[src/hdl/bsc_pkg.sv]
// package: opcodes, widths and constants for the branch/skip/compare decoder
package bsc_pkg;
    // decoded operation selector presented by the core
    typedef enum logic [3:0]
    {
        BSC_OP_NONE,
        BSC_OP_INDIRECT_CALL,
        BSC_OP_COMPARE_SKIP_EQUAL,
        BSC_OP_COMPARE_IMMEDIATE,
        BSC_OP_SKIP_REG_BIT_CLEAR,
        BSC_OP_SKIP_REG_BIT_SET,
        BSC_OP_SKIP_IO_BIT_CLEAR,
        BSC_OP_SKIP_IO_BIT_SET,
        BSC_OP_BRANCH_FLAG_SET,
        BSC_OP_BRANCH_FLAG_CLEARED
    } bsc_op_e;

    localparam int BSC_PC_W = 16;
    localparam int BSC_OFS_W = 7;
    localparam logic [BSC_PC_W-1:0] BSC_STEP_ONE = 16'h0001;
    localparam logic [BSC_PC_W-1:0] BSC_SKIP_SHORT = 16'h0002;
    localparam logic [BSC_PC_W-1:0] BSC_SKIP_LONG = 16'h0003;
    localparam logic [BSC_PC_W-1:0] BSC_PC_RESET = 16'h0000;
    // status flag positions
    localparam int BSC_FLAG_C = 0;
    localparam int BSC_FLAG_Z = 1;
    localparam int BSC_FLAG_N = 2;
    localparam int BSC_FLAG_V = 3;
    localparam int BSC_FLAG_S = 4;
    localparam int BSC_FLAG_H = 5;
    localparam logic [7:0] BSC_STATUS_REGISTER_RESET = 8'h00;
endpackage : bsc_pkg

[src/hdl/bsc_decode.sv]
// branch, skip and compare execute logic of an 8-bit core
`timescale 1ns/1ps
// Function
// - indirect call pushes return, jumps to pointer
// - compare-skip equal skips next, 2 or 3
// - compare immediate sets six flags, no store
// - register bit clear skips next instruction
// - register bit set skips next instruction
// - io bit clear skips next instruction
// - io bit set skips next instruction
// - flag set branches to pc+k+1
// - flag cleared branches to pc+k+1
module bsc_decode
    import bsc_pkg::*;
#(
    parameter int PC_W = BSC_PC_W
)
(
    input wire logic clk,
    input wire logic rst,
    input wire logic exec_valid,
    input wire bsc_op_e exec_op,
    input wire logic [PC_W-1:0] pc_cur,
    input wire logic [PC_W-1:0] pointer_pair,
    input wire logic [7:0] reg_a,
    input wire logic [7:0] reg_b,
    input wire logic [7:0] imm_const,
    input wire logic [7:0] io_value,
    input wire logic [2:0] bit_sel,
    input wire logic [BSC_OFS_W-1:0] branch_ofs,
    input wire logic next_is_long,
    input wire logic [7:0] status_register,
    output logic pc_load_q,
    output logic [PC_W-1:0] pc_next_q,
    output logic push_q,
    output logic [PC_W-1:0] push_addr_q,
    output logic status_register_we_q,
    output logic [7:0] status_register_new_q,
    output logic skip_q,
    output logic taken_q
);
    // skip distance covers the one- or two-word following instruction
    function automatic logic [PC_W-1:0] skip_target(
        input logic [PC_W-1:0] pc,
        input logic long_next
    );
        skip_target = pc + (long_next ? PC_W'(BSC_SKIP_LONG)
                                      : PC_W'(BSC_SKIP_SHORT));
    endfunction : skip_target

    logic skip_d;
    logic br_d;
    logic [PC_W-1:0] br_target;
    logic [PC_W-1:0] ofs_ext;
    logic [8:0] diff;
    logic [4:0] low_diff;
    logic [7:0] flags_d;

    // signed offset lets backward loops reach lower addresses
    assign ofs_ext = PC_W'($signed(branch_ofs));
    assign br_target = pc_cur + ofs_ext + PC_W'(BSC_STEP_ONE);

    // skip and branch conditions
    always_comb
    begin
        skip_d = 1'b0;
        br_d = 1'b0;
        case (exec_op)
            BSC_OP_COMPARE_SKIP_EQUAL: skip_d = (reg_a == reg_b);
            BSC_OP_SKIP_REG_BIT_CLEAR: skip_d = ~reg_a[bit_sel];
            BSC_OP_SKIP_REG_BIT_SET: skip_d = reg_a[bit_sel];
            BSC_OP_SKIP_IO_BIT_CLEAR: skip_d = ~io_value[bit_sel];
            BSC_OP_SKIP_IO_BIT_SET: skip_d = io_value[bit_sel];
            BSC_OP_BRANCH_FLAG_SET:
                br_d = status_register[bit_sel];
            BSC_OP_BRANCH_FLAG_CLEARED:
                br_d = ~status_register[bit_sel];
            default:
            begin
                skip_d = 1'b0;
                br_d = 1'b0;
            end
        endcase
    end

    // compare immediate: subtraction result is only used for flags
    assign diff = {1'b0, reg_a} - {1'b0, imm_const};
    assign low_diff = {1'b0, reg_a[3:0]} - {1'b0, imm_const[3:0]};
    always_comb
    begin
        flags_d = status_register;
        flags_d[BSC_FLAG_C] = diff[8];
        flags_d[BSC_FLAG_Z] = (diff[7:0] == 8'h00);
        flags_d[BSC_FLAG_N] = diff[7];
        flags_d[BSC_FLAG_V] = (reg_a[7] ^ imm_const[7]) & (reg_a[7] ^ diff[7]);
        flags_d[BSC_FLAG_S] = diff[7] ^ flags_d[BSC_FLAG_V];
        flags_d[BSC_FLAG_H] = low_diff[4];
    end

    // program counter redirect, one cycle after the execute strobe
    always_ff @(posedge clk)
    begin
        if (rst)
        begin
            pc_load_q <= 1'b0;
            pc_next_q <= BSC_PC_RESET;
            skip_q <= 1'b0;
            taken_q <= 1'b0;
        end
        else
        begin
            pc_load_q <= 1'b0;
            skip_q <= 1'b0;
            taken_q <= 1'b0;
            if (exec_valid)
            begin
                if (exec_op == BSC_OP_INDIRECT_CALL)
                begin
                    pc_load_q <= 1'b1;
                    pc_next_q <= pointer_pair;
                end
                else if (skip_d)
                begin
                    pc_load_q <= 1'b1;
                    skip_q <= 1'b1;
                    pc_next_q <= skip_target(pc_cur,
                        next_is_long);
                end
                else if (br_d)
                begin
                    pc_load_q <= 1'b1;
                    taken_q <= 1'b1;
                    pc_next_q <= br_target;
                end
            end
        end
    end

    // return address push for the indirect call
    always_ff @(posedge clk)
    begin
        if (rst)
        begin
            push_q <= 1'b0;
            push_addr_q <= BSC_PC_RESET;
        end
        else
        begin
            push_q <= exec_valid && (exec_op == BSC_OP_INDIRECT_CALL);
            if (exec_valid && (exec_op == BSC_OP_INDIRECT_CALL))
                push_addr_q <= pc_cur + PC_W'(BSC_STEP_ONE);
        end
    end

    // status write for compare immediate; the register file is untouched
    always_ff @(posedge clk)
    begin
        if (rst)
        begin
            status_register_we_q <= 1'b0;
            status_register_new_q <= BSC_STATUS_REGISTER_RESET;
        end
        else
        begin
            status_register_we_q <= exec_valid && (exec_op == BSC_OP_COMPARE_IMMEDIATE);
            if (exec_valid && (exec_op == BSC_OP_COMPARE_IMMEDIATE))
                status_register_new_q <= flags_d;
        end
    end
endmodule : bsc_decode

[config.mk]
export PLATFORM = sky130hd
export DESIGN_NAME = bsc_decode
export DESIGN_NICKNAME = d
export VERILOG_FILES = /design/src/hdl/bsc_pkg.sv /design/src/hdl/bsc_decode.sv
export SDC_FILE = /design/constraint.sdc
export NUM_CORES = 1
export LEC_CHECK = 0
export BUFFER_PORTS_ARGS = -buffer_cell sky130_fd_sc_hd__buf_2
export CAP_MARGIN = 20
export CORE_MARGIN = 5
export CORE_UTILIZATION = 51
export DETAILED_ROUTE_END_ITERATION = 7
export PLACE_DENSITY = 0.92
export SETUP_SLACK_MARGIN = 0.1
export SLEW_MARGIN = 20
export SYNTH_ARGS = -nofsm -noshare
export SYNTH_HDL_FRONTEND = slang
export SYNTH_SLANG_ARGS = --single-unit
export TNS_END_PERCENT = 20
[constraint.sdc]
create_clock -name clk -period 3.5 [get_ports clk]
set_clock_uncertainty 0.05 [all_clocks]
set_input_delay 0.7 -clock clk [delete_from_list [all_inputs] [get_ports clk]]
set_output_delay 0.7 -clock clk [all_outputs]
set_load 0.005 [all_outputs]
Word-level counts from Yosys, hierarchy flattened
Index checks and enable logic that the tools add are counted.
{"block": "totals", "register_bits": 45, "in_bits": 90, "output_inout_bits": 45, "word_cells": 57}
{"block": "op_classes", "n_addsub": 6, "n_lt_le_gt_ge": 1, "n_eq_ne": 10, "muxes": 16, "bitwise_logic": 8, "reduce_logical": 8}
{"cell": "16-bit 2-to-1 mux", "count": 3}
{"cell": "16-bit by 1-bit adder with 16-bit output, second input constant", "count": 2}
{"cell": "16-bit adder", "count": 1}
{"cell": "16-bit by 2-bit adder with 16-bit output", "count": 1}
{"cell": "4-bit by 3-bit == test with 1-bit output, second input constant", "count": 4}
{"cell": "1-bit binary-select mux with 3-bit select", "count": 3}
{"cell": "8-bit by 8-bit subtractor with 9-bit output", "count": 1}
{"cell": "4-bit by 2-bit == test with 1-bit output, second input constant", "count": 2}
{"cell": "4-bit == test, second input constant", "count": 2}
{"cell": "8-bit == test", "count": 1}
{"cell": "8-bit zero test", "count": 1}
{"cell": "1-bit 2-to-1 mux", "count": 8}
{"cell": "1-bit case mux with 5 select lines", "count": 1}
{"cell": "4-bit by 4-bit subtractor with 5-bit output", "count": 1}
{"cell": "4-bit by 1-bit == test with 1-bit output, second input constant", "count": 1}
{"cell": "3-bit by 4-bit < comparator with 1-bit output, second input constant", "count": 1}
{"cell": "1-bit inverter", "count": 4}
{"cell": "4-bit OR reduction", "count": 1}
{"cell": "3-bit nonzero test", "count": 1}
{"cell": "3-bit OR reduction", "count": 1}
{"cell": "1-bit XOR", "count": 3}
{"cell": "1-bit logical AND", "count": 2}
{"cell": "1-bit case mux with 2 select lines", "count": 1}
{"cell": "2-bit AND reduction", "count": 1}
{"cell": "other kinds (2)", "count": 2}

Depth between registers and ports, before layout
{"block": "logic_depth", "ltp_word": 7, "depth_mapped": 15, "mapped_depth_nobuf": 15}

Worst setup path before layout
Ideal clock, no wire load.
{"block": "synth_timing", "kind": "input to register", "from": "in bit_sel[2]", "to": "reg pc_next_q[10]", "setup_ns": 0.091, "arrival_time_ns": 2.833, "t_required_ns": 3.359, "setup_slack_ns": 0.526, "path_stages": 11, "path_buffers": 3, "cell_sequence": "buf_2 mux4_2 mux2i_1 mux2i_1 a311oi_2 and3_1 buf_4 a21oi_2 clkbuf_1 nor2_1 a311oi_1"}
{"block": "synth_between", "elab_chain_cells": 6, "word_cells_on_any_way": 15, "cone_classes": "mux: 10; bitwise: 3; reduce/logical: 2"}
{"element": "start: declaration", "line": "bsc_decode.sv:29", "text": "input wire logic [2:0] bit_sel,"}
{"element": "1-bit binary-select mux with 3-bit select, on equally long branches"}
{"element": "1-bit 2-to-1 mux, on equally long branches"}
{"element": "1-bit inverter, on equally long branches", "line": "bsc_decode.sv:72, bsc_decode.sv:70, bsc_decode.sv:77"}
{"element": "1-bit case mux with 5 select lines or 1-bit case mux with 2 select lines (tied branches)", "line": "bsc_decode.sv:68", "text": "case (exec_op)"}
{"element": "3-bit nonzero test (no line) or 16-bit 2-to-1 mux (tied branches)"}
{"element": "2-bit AND reduction (no line) or 16-bit 2-to-1 mux (tied branches)"}
{"element": "end signal: assignment", "line": "bsc_decode.sv:120", "text": "pc_next_q <= pointer_pair;"}
{"element": "end signal: assignment", "line": "bsc_decode.sv:126", "text": "pc_next_q <= skip_target(pc_cur,"}
{"element": "end signal: assignment", "line": "bsc_decode.sv:133", "text": "pc_next_q <= br_target;"}
{"element": "end: declaration", "line": "bsc_decode.sv:34", "text": "output logic [PC_W-1:0] pc_next_q,"}
Parallel ways exist; a longest one is shown, timed or not. The select of a mux whose other input is x is not followed.
A chain may end at the register's enable or synchronous reset.

Worst setup path after layout
{"block": "layout_timing", "from": "in pc_cur[0]", "to": "reg pc_next_q[14]"}
{"block": "layout_between", "elab_chain_cells": 5, "word_cells_on_any_way": 6, "cone_classes": "add/sub: 3; mux: 3"}
{"element": "start: declaration", "line": "bsc_decode.sv:23", "text": "input wire logic [PC_W-1:0] pc_cur,"}
{"element": "16-bit adder", "line": "bsc_decode.sv:61", "text": "assign br_target = pc_cur + ofs_ext + PC_W'(BSC_STEP_ONE);"}
{"element": "16-bit by 1-bit adder with 16-bit output", "line": "bsc_decode.sv:61"}
{"element": "16-bit 2-to-1 mux", "line": "bsc_decode.sv:129", "text": "else if (br_d)"}
{"element": "16-bit 2-to-1 mux (*)", "line": "bsc_decode.sv:122", "text": "else if (skip_d)"}
{"element": "16-bit 2-to-1 mux (*)", "line": "bsc_decode.sv:117", "text": "if (exec_op == BSC_OP_INDIRECT_CALL)"}
Mark *: on every way between the ends. The rest lies on a longest branch, timed or not. The select of a mux whose other input is x is not followed.

==> metrics.txt <==
sequential element share of the synthesized area 24.6%; clock slew seen by the registers of the worst setup and hold paths 80 ps; vias in the first global route 3951; I/O Pins 135; Die H 94.7 um; first-pass GRT wire length 18600 um; status finished, final reports clean; Post-synth ARST share 0%; Crit Path Max Fanout 7; Worst VDD drop 0.233 mV; clk sink count 45; Worst Path Required 3670 ps; CTS tree done; Die Span X 94.7 um; GRT Overall Usage 26.1%; Post-Syn Area 3660 sq um; Relative slew margins 55.7%; Syn Inst Count 454; post-route ant nets 0; CTS Buffer Depth 2; Setup crit end kind flop; Setup CP Type input port to flop; Worst Tran Pin Value 662 ps; count of pins over their slew limit 0; RSZ-0062 raised after global routing true; Pleak 2.05 nW; Worst R2R Setup Slack 2700 ps; most common cell after layout, fill and taps aside buf_2; hold crit path type flop to flop; crit path DAT 3240 ps; period utilization 87.9%; Nets 697; flops & latches, synth 45; 1st-iter DRT viols 231; crit path capture pc_next_q[14]; Num CTS Buffers 5; H-tree depth 2; most frequent cells in the layout buf_2, nor2_1, dfxtp_1; # rows 30; Synthesized Nets 573; Worst Reg-to-Reg Cells 3; IO Port Bufs 134; DIE AREA 8970 sq um; DR vias/cell 5.80; Area Overhead vs Synth 24.0%; count of final setup violators 0; Synth cell types 51; syn_area_per_cell 8.06 sq um; Final min period 3080 ps; Root Buffer clkbuf_8; Power Density 317 nW/um^2; largest net degree at the start of global routing 32; post-route cell area 4540 sq um; final wirelength 11500 um; placer congestion estimate 0.961; Clock Latency Late Sink 290 ps; DRC viols 0; worst r2r dst pc_next_q[15]; Ys Warns 0; Final Hold Violating Endpoints 0; Fillers 596; hpwl dp 9340 um; DRT Pass-1 Iters 5; initial antenna violation count 0; DP Area 4420 sq um; # diodes 0; max_cap viols 0; Overflow after GRT 0; routed vias 3918; Initial Util 53.0%; startpoint class of the critical path input port; Fin Setup TNS 0 ps; CP startpoint pc_cur[0]; DR WL/cell 17.1 um; FMAX 0.325 GHz; EDFF count, synth 0; origin of the critical flop-to-flop path pc_next_q[15]; Main synth FF type dfxtp_1; share of cells above drive strength 1 28.0%; core area 6910 sq um
-- report_power, final --
part,switching (W),leakage (nW),internal (W),total (W)
combinational,0.000265,1.63,0.000215,0.000479
clock,0.000183,0.0574,0.000232,0.000415
sequential,0.0000109,0.365,0.000533,0.000544
-- per-stage QoR --
step | std cells | hold WS [ps] | utilization (%) | power (W) | setup WS, ps
finish | 675 | 428 | 65.7 | 0.00144 | 424
global route | 675 | 457 | 65.7 | 0.00153 | 70.5
CTS | 675 | 436 | 65.7 | 0.00144 | 430
detailed placement | 667 | 418 | 64.0 | 0.00102 | 127
global placement | 667 | 414 | 64.0 | 0.00101 | 185
floorplan | 454 | 398 | - | 0.000852 | 526
-- area by class of cell --
cell class | count | area (sq um) | share of cell area (%)
tap | 96 | 120 | 2.65
clock inverter | 2 | 37.5 | 0.827
timing repair buffer | 142 | 743 | 16.4
clock buffer | 6 | 82.6 | 1.82
sequential | 45 | 901 | 19.9
inverter | 21 | 78.8 | 1.74
multi-input combinational | 363 | 2570 | 56.7
-- sequential cells by signal (all words and copies together), names as in the netlist --
| register | cells |
|---|---|
| pc_load_q | 1 |
| pc_next_q | 16 |
| push_addr_q | 16 |
| push_q | 1 |
| skip_q | 1 |
| status_register_new_q | 8 |
| status_register_we_q | 1 |
| taken_q | 1 |
-- cells by family after synthesis --
family | after synthesis | share of synthesized area, %
AO/OA/AOI/OAI | 104 | 19.8
flip-flops | 45 | 24.6
adder cells (fa/ha/maj) | 29 | 10.5
XOR/XNOR | 54 | 12.9
buffers and inverters | 46 | 5.13
multiplexers | 17 | 6.70
AND/OR/NAND/NOR | 159 | 20.4
-- critical path: stages --
cell and delay, ps:
buf_2 160, inv_1 70, ha_1 150, inv_1 50
fa_1 420, a211oi_1 310, o21ai_0 200, a211oi_1 340
o21ai_0 140, a21oi_1 200, xor2_1 80, and3_1 190
nor4_2 220
-- per-layer routing --
layer / up-vias / global-route usage, % / routed length [um]
met5: - / 0 / 0
met4: 0 / 12.4 / 513
met2: 212 / 43.3 / 5480
met3: 63 / 5.34 / 998
li1: 1874 / - / -
met1: 1769 / 32.3 / 4520
-- repair_timing --
| item | CTS | global route |
|---|---|---|
| setup buffers | 0 | 0 |
| setup endpoints to repair | 0 | 2 |
| hold buffers | 0 | 0 |
| gates resized for setup | 0 | 1 |
-- synthesized netlist by cell type, types with 2 or more instances --
cell / number / share of area (%)
a31oi_1: 3 / 0.51
a21oi_1: 18 / 2.5
o31ai_1: 2 / 0.41
o21ai_0: 14 / 1.9
a22oi_1: 6 / 1.2
inv_1: 21 / 2.2
nand4_1: 10 / 1.7
mux2i_1: 11 / 3.0
clkbuf_1: 19 / 1.9
nor3_1: 6 / 0.82
fa_1: 3 / 1.6
and2_1: 3 / 0.51
xnor2_1: 27 / 6.5
nor2_1: 65 / 6.7
ha_1: 26 / 8.9
o2111ai_1: 2 / 0.48
or2_2: 2 / 0.34
dfxtp_1: 45 / 25
o211ai_1: 7 / 1.4
mux4_2: 6 / 3.7
a21o_1: 3 / 0.62
nor2b_1: 7 / 1.2
nand2_1: 34 / 3.5
o21ai_1: 3 / 0.41
a211oi_1: 20 / 4.1
a311oi_1: 12 / 2.9
nand2b_1: 7 / 1.2
and3_1: 8 / 1.4
a21boi_0: 4 / 0.82
xor2_1: 27 / 6.5
nand3_1: 10 / 1.4
buf_2: 3 / 0.41
o21bai_1: 2 / 0.41
-- worst min-delay path by stage --
stage / start / end / slack [ps] / cells after the start
after floorplan: status_register_new_q[1] / status_register_new_q[1] / 400 / 2
after global placement: status_register_new_q[2] / status_register_new_q[2] / 410 / 2
after detailed placement: pc_next_q[0] / pc_next_q[0] / 420 / 2
after CTS: pc_next_q[0] / pc_next_q[0] / 440 / 2
after global routing: pc_next_q[0] / pc_next_q[0] / 460 / 2
final: pc_next_q[0] / pc_next_q[0] / 430 / 2
No activity file was read; power rests on OpenSTA's default activity.
